## src/bpt_pkg.sv

```systemverilog
package bpt_pkg;
	// Register indices: byte address is four times the index
	localparam int I_RECOV_TIME = 0;
	localparam int I_HWD_TMO = 1;
	localparam int I_LD_ACT = 2;
	localparam int I_LD_RETRY = 3;
	localparam int I_LD_TMO_HRS = 4;
	localparam int I_PTO_THR = 5;
	localparam int I_PRECHARGE_LIMIT_DELAY = 6;
	localparam int I_PTO_RSTQ = 7;
	localparam int I_CU_THR = 8;
	localparam int I_CU_DELAY = 9;
	localparam int I_SUV_THR = 10;
	localparam int I_SAFETY_LOW_CELL_DELAY = 11;
	localparam int I_SOV_THR = 12;
	localparam int I_SOV_DELAY = 13;
	localparam int I_DSG_THR = 14;
	localparam int NCFG = 15;
	localparam int I_CTRL = 15;
	localparam int I_STATUS = 16;
	localparam int I_MASK = 17;
	localparam int I_STATE = 18;

	localparam logic [15:0] RST_RECOV_TIME = 16'h0003;
	localparam logic [15:0] RST_HWD_TMO = 16'h003c;
	localparam logic [15:0] RST_LD_ACT = 16'h0000;
	localparam logic [15:0] RST_LD_RETRY = 16'h0032;
	localparam logic [15:0] RST_LD_TMO_HRS = 16'h0001;
	localparam logic [15:0] RST_PTO_THR = 16'h00fa;
	localparam logic [15:0] RST_PRECHARGE_LIMIT_DELAY = 16'h0708;
	localparam logic [15:0] RST_PTO_RSTQ = 16'h0002;
	localparam logic [15:0] RST_CU_THR = 16'h05dc;
	localparam logic [15:0] RST_CU_DELAY = 16'h0002;
	localparam logic [15:0] RST_SUV_THR = 16'h0898;
	localparam logic [15:0] RST_SAFETY_LOW_CELL_DELAY = 16'h0005;
	localparam logic [15:0] RST_SOV_THR = 16'h1194;
	localparam logic [15:0] RST_SOV_DELAY = 16'h0005;
	localparam logic [15:0] RST_DSG_THR = 16'h0064;
	localparam logic [15:0] RST_CTRL = 16'h0001;
	localparam logic [15:0] RST_MASK = 16'h0000;

	localparam logic [15:0] CFG_RST [NCFG] = '{RST_RECOV_TIME, RST_HWD_TMO, RST_LD_ACT,
		RST_LD_RETRY, RST_LD_TMO_HRS, RST_PTO_THR, RST_PRECHARGE_LIMIT_DELAY, RST_PTO_RSTQ, RST_CU_THR,
		RST_CU_DELAY, RST_SUV_THR, RST_SAFETY_LOW_CELL_DELAY, RST_SOV_THR, RST_SOV_DELAY, RST_DSG_THR};
	localparam logic [15:0] CFG_MASK [NCFG] = '{16'h00ff, 16'hffff, 16'h00ff, 16'h00ff,
		16'hffff, 16'hffff, 16'hffff, 16'hffff, 16'hffff, 16'h00ff, 16'hffff, 16'h00ff,
		16'hffff, 16'h00ff, 16'hffff};

	localparam int CTRL_CU_EN = 0;
	localparam int CTRL_LD_RETRY = 1;

	localparam int ST_HWD = 0;
	localparam int ST_PTO = 1;
	localparam int ST_COPPER_DEPOSITION_CHECK = 2;
	localparam int ST_SUV = 3;
	localparam int ST_SOV = 4;
	localparam int ST_LD_RECOV = 5;
	localparam int ST_LD_TMO = 6;
	localparam int ST_RECOV = 7;
	localparam int NST = 8;

	localparam int CLK_PERIOD_NS = 20;
	localparam int SEC_NS = 1000000000;
	localparam int SEC_CYCLES = SEC_NS / CLK_PERIOD_NS;
	localparam int SEC_PER_HOUR = 3600;

	typedef enum logic [1:0] {LD_IDLE, LD_ON, LD_OFF, LD_EXPIRED} bpt_ld_t;
	typedef enum logic [1:0] {CU_CHECK, CU_PASS, CU_FAIL} bpt_cu_t;
endpackage : bpt_pkg

```

## src/bpt_top.sv

```systemverilog
// How it works
// - recovery after condition holds configured seconds
// - watchdog fault after silent host period
// - zero active time disables load recovery
// - source on active time, then retry
// - pin above three volts means removal
// - zero retry keeps source on
// - nonzero retry holds source off
// - hour timeout stops load detection
// - low precharge current suspends timer
// - precharge timer counts, trips at delay
// - discharged charge resets precharge timer
// - copper check holds FETs until good
// - copper check fails on low cell
// - low cell voltage permanent fail
// - high cell voltage permanent fail
//
// Local design decisions: register access over APB and the register offsets.
module bpt_qual #(
	parameter int W = 8
) (
	input wire logic clk, // System clock
	input wire logic rst_n, // Synchronous reset
	input wire logic ce, // Clock enable
	input wire logic tick, // One-second tick
	input wire logic clr, // Restart count at once
	input wire logic cond, // Qualifying condition
	input wire logic [W-1:0] delay, // Seconds to qualify
	output logic met // Condition has held long enough
);
	logic [W-1:0] cnt_q;

	always_ff @(posedge clk) begin
		if (!rst_n) begin
			cnt_q <= '0;
			met <= 1'b0;
		end else if (ce) begin
			if (clr || (tick && !cond)) begin
				cnt_q <= '0;
				met <= 1'b0;
			end else if (tick && !met) begin
				if (({1'b0, cnt_q} + (W+1)'(1)) >= {1'b0, delay})
					met <= 1'b1;
				cnt_q <= cnt_q + W'(1);
			end
		end
	end
endmodule : bpt_qual

module bpt_top import bpt_pkg::*; #(
	parameter int unsigned SEC_CYCLES_P = SEC_CYCLES,
	parameter int NREC = 4
) (
	input wire logic clk, // 50 MHz clock
	input wire logic rst_n, // Synchronous reset
	input wire logic ce, // Clock enable, freezes all state
	input wire logic psel, // APB select
	input wire logic penable, // APB enable
	input wire logic pwrite, // APB write
	input wire logic [7:0] paddr, // APB byte address
	input wire logic [31:0] pwdata, // APB write data
	output logic [31:0] prdata, // APB read data
	output logic pready, // APB ready
	output logic pslverr, // APB error, unmapped address
	input wire logic host_comm_evt, // Host transaction pulse
	input wire logic [15:0] min_cell_mv, // Minimum cell voltage
	input wire logic [15:0] max_cell_mv, // Maximum cell voltage
	input wire logic signed [15:0] current_user, // Signed current
	input wire logic precharge_mode, // Precharge mode active
	input wire logic dsg_latch_fault, // Latched discharge fault present
	input wire logic ld_pin_high, // Sense pin above three volts
	input wire logic [NREC-1:0] recov_cond, // Recovery conditions
	output logic [NREC-1:0] recov_done, // Recovery qualified
	output logic ld_source_en, // Load sense current source on
	output logic ld_recover, // Load removal pulse
	output logic fet_hold, // Keep FETs off
	output logic precharge_suspend_flag, // Precharge timer suspended
	output logic precharge_limit_protection, // Precharge timeout tripped
	output logic [2:0] perm_fail, // Copper, low cell, high cell
	output logic irq // Level interrupt
);
	logic [15:0] cfg_q [NCFG];
	logic [15:0] ctrl_q;
	logic [NST-1:0] status_q, mask_q, events;
	logic [31:0] prdata_q, rd_val, sec_cnt_q;
	logic pslverr_q, rd_err, tick, wr, acc;
	logic [5:0] idx;
	logic retry_cmd, cu_en;

	assign idx = paddr[7:2];
	assign pready = psel & penable & ce;
	assign wr = pready & pwrite;
	assign acc = ce & psel & ~penable;
	assign prdata = prdata_q;
	assign pslverr = pslverr_q;
	assign retry_cmd = wr && idx == 6'(I_CTRL) && pwdata[CTRL_LD_RETRY];
	assign cu_en = ctrl_q[CTRL_CU_EN];

	assign tick = sec_cnt_q == 32'(SEC_CYCLES_P - 1);
	always_ff @(posedge clk) begin
		if (!rst_n)
			sec_cnt_q <= '0;
		else if (ce)
			sec_cnt_q <= tick ? '0 : sec_cnt_q + 32'h1;
	end

	always_ff @(posedge clk) begin
		if (!rst_n) begin
			cfg_q <= CFG_RST;
			ctrl_q <= RST_CTRL;
			mask_q <= NST'(RST_MASK);
		end else if (wr) begin
			for (int i = 0; i < NCFG; i++)
				if (idx == 6'(i))
					cfg_q[i] <= pwdata[15:0] & CFG_MASK[i];
			if (idx == 6'(I_CTRL))
				ctrl_q[CTRL_CU_EN] <= pwdata[CTRL_CU_EN];
			if (idx == 6'(I_MASK))
				mask_q <= pwdata[NST-1:0];
		end
	end

	// Hardware set wins over a same-cycle write-one clear
	always_ff @(posedge clk) begin
		if (!rst_n)
			status_q <= '0;
		else if (ce)
			status_q <= (status_q & ~((wr && idx == 6'(I_STATUS)) ? pwdata[NST-1:0] : '0))
				| events;
	end
	assign irq = |(status_q & mask_q);

	generate
		for (genvar g = 0; g < NREC; g++) begin : g_rec
			bpt_qual #(.W(8)) u_rec (
				.clk(clk), .rst_n(rst_n), .ce(ce), .tick(tick), .clr(1'b0),
				.cond(recov_cond[g]), .delay(cfg_q[I_RECOV_TIME][7:0]), .met(recov_done[g])
			);
		end
	endgenerate

	logic hwd_met, suv_met, sov_met, cu_ok, cu_bad;
	logic [4:0] met_q;
	bpt_cu_t cu_q;

	bpt_qual #(.W(16)) u_hwd (
		.clk(clk), .rst_n(rst_n), .ce(ce), .tick(tick), .clr(host_comm_evt),
		.cond(1'b1), .delay(cfg_q[I_HWD_TMO]), .met(hwd_met)
	);
	bpt_qual #(.W(8)) u_suv (
		.clk(clk), .rst_n(rst_n), .ce(ce), .tick(tick), .clr(1'b0),
		.cond(min_cell_mv <= cfg_q[I_SUV_THR]), .delay(cfg_q[I_SAFETY_LOW_CELL_DELAY][7:0]), .met(suv_met)
	);
	bpt_qual #(.W(8)) u_sov (
		.clk(clk), .rst_n(rst_n), .ce(ce), .tick(tick), .clr(1'b0),
		.cond(max_cell_mv >= cfg_q[I_SOV_THR]), .delay(cfg_q[I_SOV_DELAY][7:0]), .met(sov_met)
	);
	bpt_qual #(.W(8)) u_cuok (
		.clk(clk), .rst_n(rst_n), .ce(ce), .tick(tick), .clr(cu_q != CU_CHECK || !cu_en),
		.cond(min_cell_mv >= cfg_q[I_CU_THR]), .delay(cfg_q[I_CU_DELAY][7:0]), .met(cu_ok)
	);
	bpt_qual #(.W(8)) u_cubad (
		.clk(clk), .rst_n(rst_n), .ce(ce), .tick(tick), .clr(cu_q != CU_CHECK || !cu_en),
		.cond(min_cell_mv < cfg_q[I_CU_THR]), .delay(cfg_q[I_CU_DELAY][7:0]), .met(cu_bad)
	);

	always_ff @(posedge clk) begin
		if (!rst_n)
			cu_q <= CU_CHECK;
		else if (ce && cu_en && cu_q == CU_CHECK) begin
			if (cu_ok)
				cu_q <= CU_PASS;
			else if (cu_bad)
				cu_q <= CU_FAIL;
		end
	end
	assign fet_hold = cu_en && cu_q != CU_PASS;

	// Permanent fails stay latched until reset, whatever software clears in status
	always_ff @(posedge clk) begin
		if (!rst_n) begin
			perm_fail <= '0;
			met_q <= '0;
		end else if (ce) begin
			met_q <= {hwd_met, suv_met, sov_met, cu_q == CU_FAIL, |recov_done};
			if (cu_q == CU_FAIL)
				perm_fail[0] <= 1'b1;
			if (suv_met)
				perm_fail[1] <= 1'b1;
			if (sov_met)
				perm_fail[2] <= 1'b1;
		end
	end

	// Precharge timer
	logic [15:0] pto_cnt_q;
	logic [31:0] dsg_acc_q, dsg_goal;
	logic [16:0] dsg_mag;
	logic pto_above, pto_run, dsg_active, precharge_limit_reset_charge, pto_hit;

	assign pto_above = $signed(current_user) > $signed(cfg_q[I_PTO_THR]);
	assign pto_run = precharge_mode && pto_above;
	assign dsg_mag = 17'h0 - {current_user[15], current_user};
	assign dsg_active = !current_user[15] ? 1'b0 : dsg_mag > {1'b0, cfg_q[I_DSG_THR]};
	assign dsg_goal = 32'(cfg_q[I_PTO_RSTQ]) * 32'(SEC_PER_HOUR);
	assign precharge_limit_reset_charge = dsg_acc_q >= dsg_goal && dsg_active;
	assign pto_hit = ({1'b0, pto_cnt_q} + 17'h1) >= {1'b0, cfg_q[I_PRECHARGE_LIMIT_DELAY]};
	assign precharge_suspend_flag = precharge_mode && !pto_above;

	// continuous discharge charge in user-amp seconds
	always_ff @(posedge clk) begin
		if (!rst_n)
			dsg_acc_q <= '0;
		else if (ce) begin
			if (!dsg_active || precharge_limit_reset_charge)
				dsg_acc_q <= '0;
			else if (tick)
				dsg_acc_q <= dsg_acc_q + 32'(dsg_mag);
		end
	end

	// count and trip, hold when suspended
	always_ff @(posedge clk) begin
		if (!rst_n) begin
			pto_cnt_q <= '0;
			precharge_limit_protection <= 1'b0;
		end else if (ce) begin
			if (precharge_limit_reset_charge) begin
				pto_cnt_q <= '0;
				precharge_limit_protection <= 1'b0;
			end else if (tick && pto_run && !precharge_limit_protection) begin
				pto_cnt_q <= pto_cnt_q + 16'h1;
				if (pto_hit)
					precharge_limit_protection <= 1'b1;
			end
		end
	end

	// Load removal detection
	bpt_ld_t ld_q;
	logic [7:0] ld_sec_q;
	logic [31:0] ld_run_q, ld_goal;
	logic ld_expire, ld_phase_end, ld_act_zero;

	assign ld_goal = 32'(cfg_q[I_LD_TMO_HRS]) * 32'(SEC_PER_HOUR);
	assign ld_expire = tick && (ld_run_q + 32'h1) >= ld_goal;
	assign ld_phase_end = ({1'b0, ld_sec_q} + 9'h1) >=
		{1'b0, (ld_q == LD_ON) ? cfg_q[I_LD_ACT][7:0] : cfg_q[I_LD_RETRY][7:0]};
	assign ld_act_zero = cfg_q[I_LD_ACT][7:0] == 8'h0;
	assign ld_source_en = ld_q == LD_ON;
	// removal only seen while source is on
	assign ld_recover = ce && ld_q == LD_ON && ld_pin_high && dsg_latch_fault;

	always_ff @(posedge clk) begin
		if (!rst_n) begin
			ld_q <= LD_IDLE;
			ld_sec_q <= '0;
			ld_run_q <= '0;
		end else if (ce) begin
			if (tick)
				ld_sec_q <= ld_sec_q + 8'h1;
			if (tick)
				ld_run_q <= ld_run_q + 32'h1;
			unique case (ld_q)
				LD_IDLE: begin
					if (dsg_latch_fault && !ld_act_zero) begin
						ld_q <= LD_ON;
						ld_sec_q <= '0;
						ld_run_q <= '0;
					end
				end
				LD_ON, LD_OFF: begin
					if (!dsg_latch_fault || ld_act_zero || ld_recover)
						ld_q <= LD_IDLE;
					else if (ld_expire)
						ld_q <= LD_EXPIRED;
					// on period, zero retry stays on, off period
					else if (tick && ld_phase_end
						&& !(ld_q == LD_ON && cfg_q[I_LD_RETRY][7:0] == 8'h0)) begin
						ld_q <= (ld_q == LD_ON) ? LD_OFF : LD_ON;
						ld_sec_q <= '0;
					end
				end
				LD_EXPIRED: begin
					if (!dsg_latch_fault || retry_cmd)
						ld_q <= LD_IDLE;
				end
			endcase
		end
	end

	always_comb begin
		events = '0;
		events[ST_HWD] = hwd_met && !met_q[4];
		events[ST_SUV] = suv_met && !met_q[3];
		events[ST_SOV] = sov_met && !met_q[2];
		events[ST_COPPER_DEPOSITION_CHECK] = cu_q == CU_FAIL && !met_q[1];
		events[ST_RECOV] = |recov_done && !met_q[0];
		events[ST_PTO] = tick && pto_run && pto_hit && !precharge_limit_protection && !precharge_limit_reset_charge;
		events[ST_LD_RECOV] = ld_recover;
		events[ST_LD_TMO] = ce && (ld_q == LD_ON || ld_q == LD_OFF) && ld_expire
			&& dsg_latch_fault && !ld_act_zero && !ld_recover;
	end

	always_comb begin
		rd_val = '0;
		rd_err = 1'b0;
		if (idx < 6'(NCFG))
			rd_val = 32'(cfg_q[idx[3:0]]);
		else if (idx == 6'(I_CTRL))
			rd_val = 32'(ctrl_q);
		else if (idx == 6'(I_STATUS))
			rd_val = 32'(status_q);
		else if (idx == 6'(I_MASK))
			rd_val = 32'(mask_q);
		else if (idx == 6'(I_STATE))
			rd_val = {22'h0, ld_q, cu_q, precharge_limit_protection, precharge_suspend_flag,
				fet_hold, ld_source_en, 2'h0};
		else
			rd_err = 1'b1;
	end

	// Read data is sampled in the setup cycle so it comes from a flop
	always_ff @(posedge clk) begin
		if (!rst_n) begin
			prdata_q <= '0;
			pslverr_q <= 1'b0;
		end else if (acc) begin
			prdata_q <= pwrite ? '0 : rd_val;
			pslverr_q <= rd_err;
		end
	end
endmodule : bpt_top

```

## config.mk

```make
export PLATFORM = sky130hd
export DESIGN_NAME = bpt_top
export DESIGN_NICKNAME = d
export VERILOG_FILES = /design/src/bpt_pkg.sv /design/src/bpt_top.sv
export SDC_FILE = /design/constraint.sdc
export NUM_CORES = 2
export LEC_CHECK = 0
export BUFFER_PORTS_ARGS = -buffer_cell sky130_fd_sc_hd__buf_2
export CAP_MARGIN = 20
export CORE_UTILIZATION = 57
export DETAILED_ROUTE_END_ITERATION = 16
export GPL_ROUTABILITY_DRIVEN = 0
export HOLD_SLACK_MARGIN = 0.1
export PLACE_DENSITY = 0.82
export SLEW_MARGIN = 30
export SYNTH_ARGS = -nofsm -noshare
export SYNTH_HDL_FRONTEND = slang
export SYNTH_SLANG_ARGS = --single-unit
export TNS_END_PERCENT = 100
```

## constraint.sdc

```tcl
create_clock -name clk -period 6.4 [get_ports clk]
set_clock_uncertainty 0.1 [all_clocks]
set_input_delay 0.64 -clock clk [delete_from_list [all_inputs] [get_ports clk]]
set_output_delay 0.64 -clock clk [all_outputs]
set_load 0.005 [all_outputs]
```

==> flow_metrics.env <==
export IMPL_synth_top_family_by_area="simple AND/OR/NAND/NOR gates"
export IMPL_synth_simple_gate_area_share_pct=20.6
export IMPL_final_nets=4522
export IMPL_synth_cell_type_count=96
export IMPL_cpLargestDelayFamily="compound AO/OA/AOI/OAI gates"
export IMPL_start_util_pct=57.6
export IMPL_cp_slowest_cell="fa_1"
export IMPL_clk_pin_slew_ns=0.06
export IMPL_status="complete, but fails checks"
export IMPL_grt_setup_unrepaired="yes"
export IMPL_die_height_um=238
export IMPL_p_leak_uw=0.0152
export IMPL_syn_avg_cell_area_um2=8.18
export IMPL_worstPathMaxFanout=5
export IMPL_start_kind="flop"
export IMPL_crit_top_cell="ha_1"
export IMPL_fmax_mhz=150
export IMPL_syn_to_final_growth_pct=12.8
export IMPL_crit_arrival_ns=7.05
export IMPL_io_pins=149
export IMPL_cts_sinks=448
export IMPL_grt_pass1_wl_mm=147
export IMPL_hold_viol=0
export IMPL_antenna_left=0
export IMPL_setup_slack_ns=-0.260
export IMPL_crit_start="cfg_q[117]"
export IMPL_hp_start="recov_cond[0]"
export IMPL_cts_root_buffer="clkbuf_16"
export IMPL_crit_required_ns=6.79
export IMPL_tightest_slew_ns=1.01
export IMPL_powerDensity_mw_per_mm2=178
export IMPL_setup_viol=47
export IMPL_io_buffers=114
export IMPL_cts_buffer_depth=3
export IMPL_ir_worst_vdd_mv=0.217
export IMPL_worstHoldPathType="in -> reg"
export IMPL_crit_buf_inv=5
export IMPL_wirelength_mm=95.5
export IMPL_dpl_cell_count=4648
export IMPL_synth_compound_area_share_pct=16.5
export IMPL_fin_cells=4771
export IMPL_overflow=0
export IMPL_drcViolationCount=0
export IMPL_antenna_found_initial=7
export IMPL_firstDrtPassIters=7
export IMPL_synthFlopType="dfxtp_1"
export IMPL_synth_xor_area_share_pct=5.48
export IMPL_critPathCaptureType="flop"
export IMPL_ys_warn_count=0
export IMPL_cts_buffers=50
export IMPL_critical_path_class="reg -> reg"
export IMPL_die_x_um=238
export IMPL_post_route_min_period_ns=6.66
export IMPL_h_tree_depth=2
export IMPL_synth_mux_area_share_pct=4.92
export IMPL_insertion_delay_ns=0.62
export IMPL_cp_slowest_stage_delay_ns=0.53
export IMPL_maxCapViolCount=0
export IMPL_synth_edf_count=0
export IMPL_routedWlPerCell_um=20.0
export IMPL_grt_start_max_net_pins=203
export IMPL_avgViaCountPerCell=6.17
export IMPL_final_util_pct=65.0
export IMPL_core_mm2=0.0550
export IMPL_drtIter0Drc=3288
export IMPL_grt_usage_pct=32.5
export IMPL_dp_hpwl_mm=68.5
export IMPL_slew_viol_final=0
export IMPL_die_area_mm2=0.0565
export IMPL_grt_pass1_vias=27364
export IMPL_synthArstFlopShare_pct=0
export IMPL_violations="setup timing"
export IMPL_synth_area_mm2=0.0317
export IMPL_ys_seq_area_share_pct=28.3
export IMPL_ys_seq_elements=448
export IMPL_netlist_instances=3870
export IMPL_rows=86
export IMPL_max_slew_margin_pct=32.4
export IMPL_drive_above_1_share_pct=12.4
export IMPL_cts_tree="done"
export IMPL_worstReg2RegStart="cfg_q[117]"
export IMPL_synth_fa_ha_area_share_pct=18.5
export IMPL_dr_total_vias=29450
export IMPL_fin_crit_sh_pct=104
-- synth_stat cells (7+ instances only) --
cell type / number / area [um2]
nand2_1: 548 / 2060
dfxtp_1: 448 / 8970
ha_1: 391 / 4890
nor2_1: 323 / 1210
a21oi_1: 302 / 1510
inv_1: 250 / 938
o21ai_0: 153 / 766
clkbuf_1: 130 / 488
xnor2_1: 116 / 1020
nand3_1: 110 / 551
xor2_1: 82 / 718
mux2i_1: 78 / 781
nor3_1: 70 / 350
a21o_1: 68 / 510
o211ai_1: 59 / 443
nand4_1: 50 / 313
fa_1: 49 / 981
and3_1: 48 / 300
a22oi_1: 47 / 353
nor2b_1: 37 / 231
or3_1: 37 / 231
a31oi_1: 33 / 206
mux4_2: 31 / 698
nand2b_1: 31 / 194
o21a_1: 27 / 203
nor4_1: 25 / 156
nand3b_1: 24 / 180
a22o_1: 22 / 193
buf_4: 21 / 158
buf_1: 19 / 71.3
or2_2: 18 / 113
a211oi_1: 16 / 120
a221oi_1: 15 / 131
and2_1: 15 / 93.8
o21bai_1: 15 / 113
buf_2: 14 / 70.1
and4_1: 10 / 87.6
a21boi_0: 9 / 67.6
nor3b_1: 9 / 67.6
o22ai_1: 9 / 56.3
o2111ai_1: 7 / 61.3
or4_1: 7 / 52.6
-- metrics by stage --
stage	TNS (ns)	power, uW	cell area (um2)	setup slack, ns	hold slack [ns]
global route	-16.82	6520	35700	-0.495	0.239
finish	-6.49	6370	35700	-0.260	0.237
floorplan	0	3110	31700	0.224	0.329
global placement	-0.264	3240	33100	-0.0800	0.341
detailed placement	-4.96	3240	33200	-0.241	0.346
CTS	-0.0198	6340	35100	-0.0198	0.210
-- what timing repair did --
action                                  in CTS  in global routing
endpoints found under the setup margin      54                 59
pin swaps                                   21                 85
gates cloned                                 0                  3
resized for setup                           20                 94
buffers inserted                             5                 21
hold buffers                                 0                  0
endpoints found under the hold margin        0                  0
-- worst paths after layout --
check,to,slack [ns],cells past startpoint
hold / removal,g_rec[0].u_rec.met,0.24,3
setup reg to reg,dsg_acc_q[21],-0.26,29
hold reg to reg,cfg_q[110],0.36,2
setup / recovery,dsg_acc_q[21],-0.26,29
-- registers in the layout (all words and copies together) (netlist names), 8 cells and up --
register,flops
cfg_q,192
dsg_acc_q,32
g_rec.u_rec.cnt_q,32
ld_run_q,32
sec_cnt_q,32
prdata,16
pto_cnt_q,16
u_hwd.cnt_q,16
ld_sec_q,8
mask_q,8
status_q,8
u_cubad.cnt_q,8
u_cuok.cnt_q,8
u_sov.cnt_q,8
u_suv.cnt_q,8
-- routing by layer --
metal,routed length [um],vias to the layer above,track usage [%],part of all wire [%]
li1,-,13773,-,-
met1,38400,13669,43.3,40
met2,41100,1646,49.8,43
met3,11000,356,7.18,12
met4,4970,6,15.6,5.2
met5,32,-,0,0.033
-- power by group --
part | internal [uW] | switching [uW] | total, uW
Clock | 1880 | 1280 | 3160
Combinational | 138 | 282 | 421
Sequential | 2790 | 4.00 | 2800
-- logic make-up (layout without fill, tap and decap cells) --
| family | after synthesis | after routing |
|---|---|---|
| buf+inv | 439 | 573 |
| fa+ha+maj | 440 | 440 |
| compound gates | 834 | 834 |
| simple gates | 1395 | 1395 |
| xor+xnor | 198 | 198 |
| mux | 115 | 115 |
| flops | 448 | 448 |
| other cells | 1 | 20 |
-- tightest hold or removal path: stages --
cell	delay (ns)
buf_2	0.11
nand2_1	0.06
a221oi_1	0.07
-- layout make-up --
class                      instances  area [um2]
inverter                         252         956
timing repair buffer             230        1570
clock inverter                    22         332
fill                            4383       19300
clock buffer                      69        1460
antenna                            4        10.0
multi-input combinational       2998       21500
sequential                       448        8980
tap                              748         936
-- cells in the final DEF, fill, tap and decap left out, drive strengths merged, types with 60 or more instances in the layout --
cell type / instances
nand2: 550
dfxtp: 448
ha: 391
nor2: 327
a21oi: 302
inv: 255
buf: 228
o21ai: 157
xnor2: 116
nand3: 112
xor2: 82
mux2i: 79
nor3: 73
clkbuf: 71
a21o: 68
o211ai: 60
No activity file was read; power rests on OpenSTA's default activity.
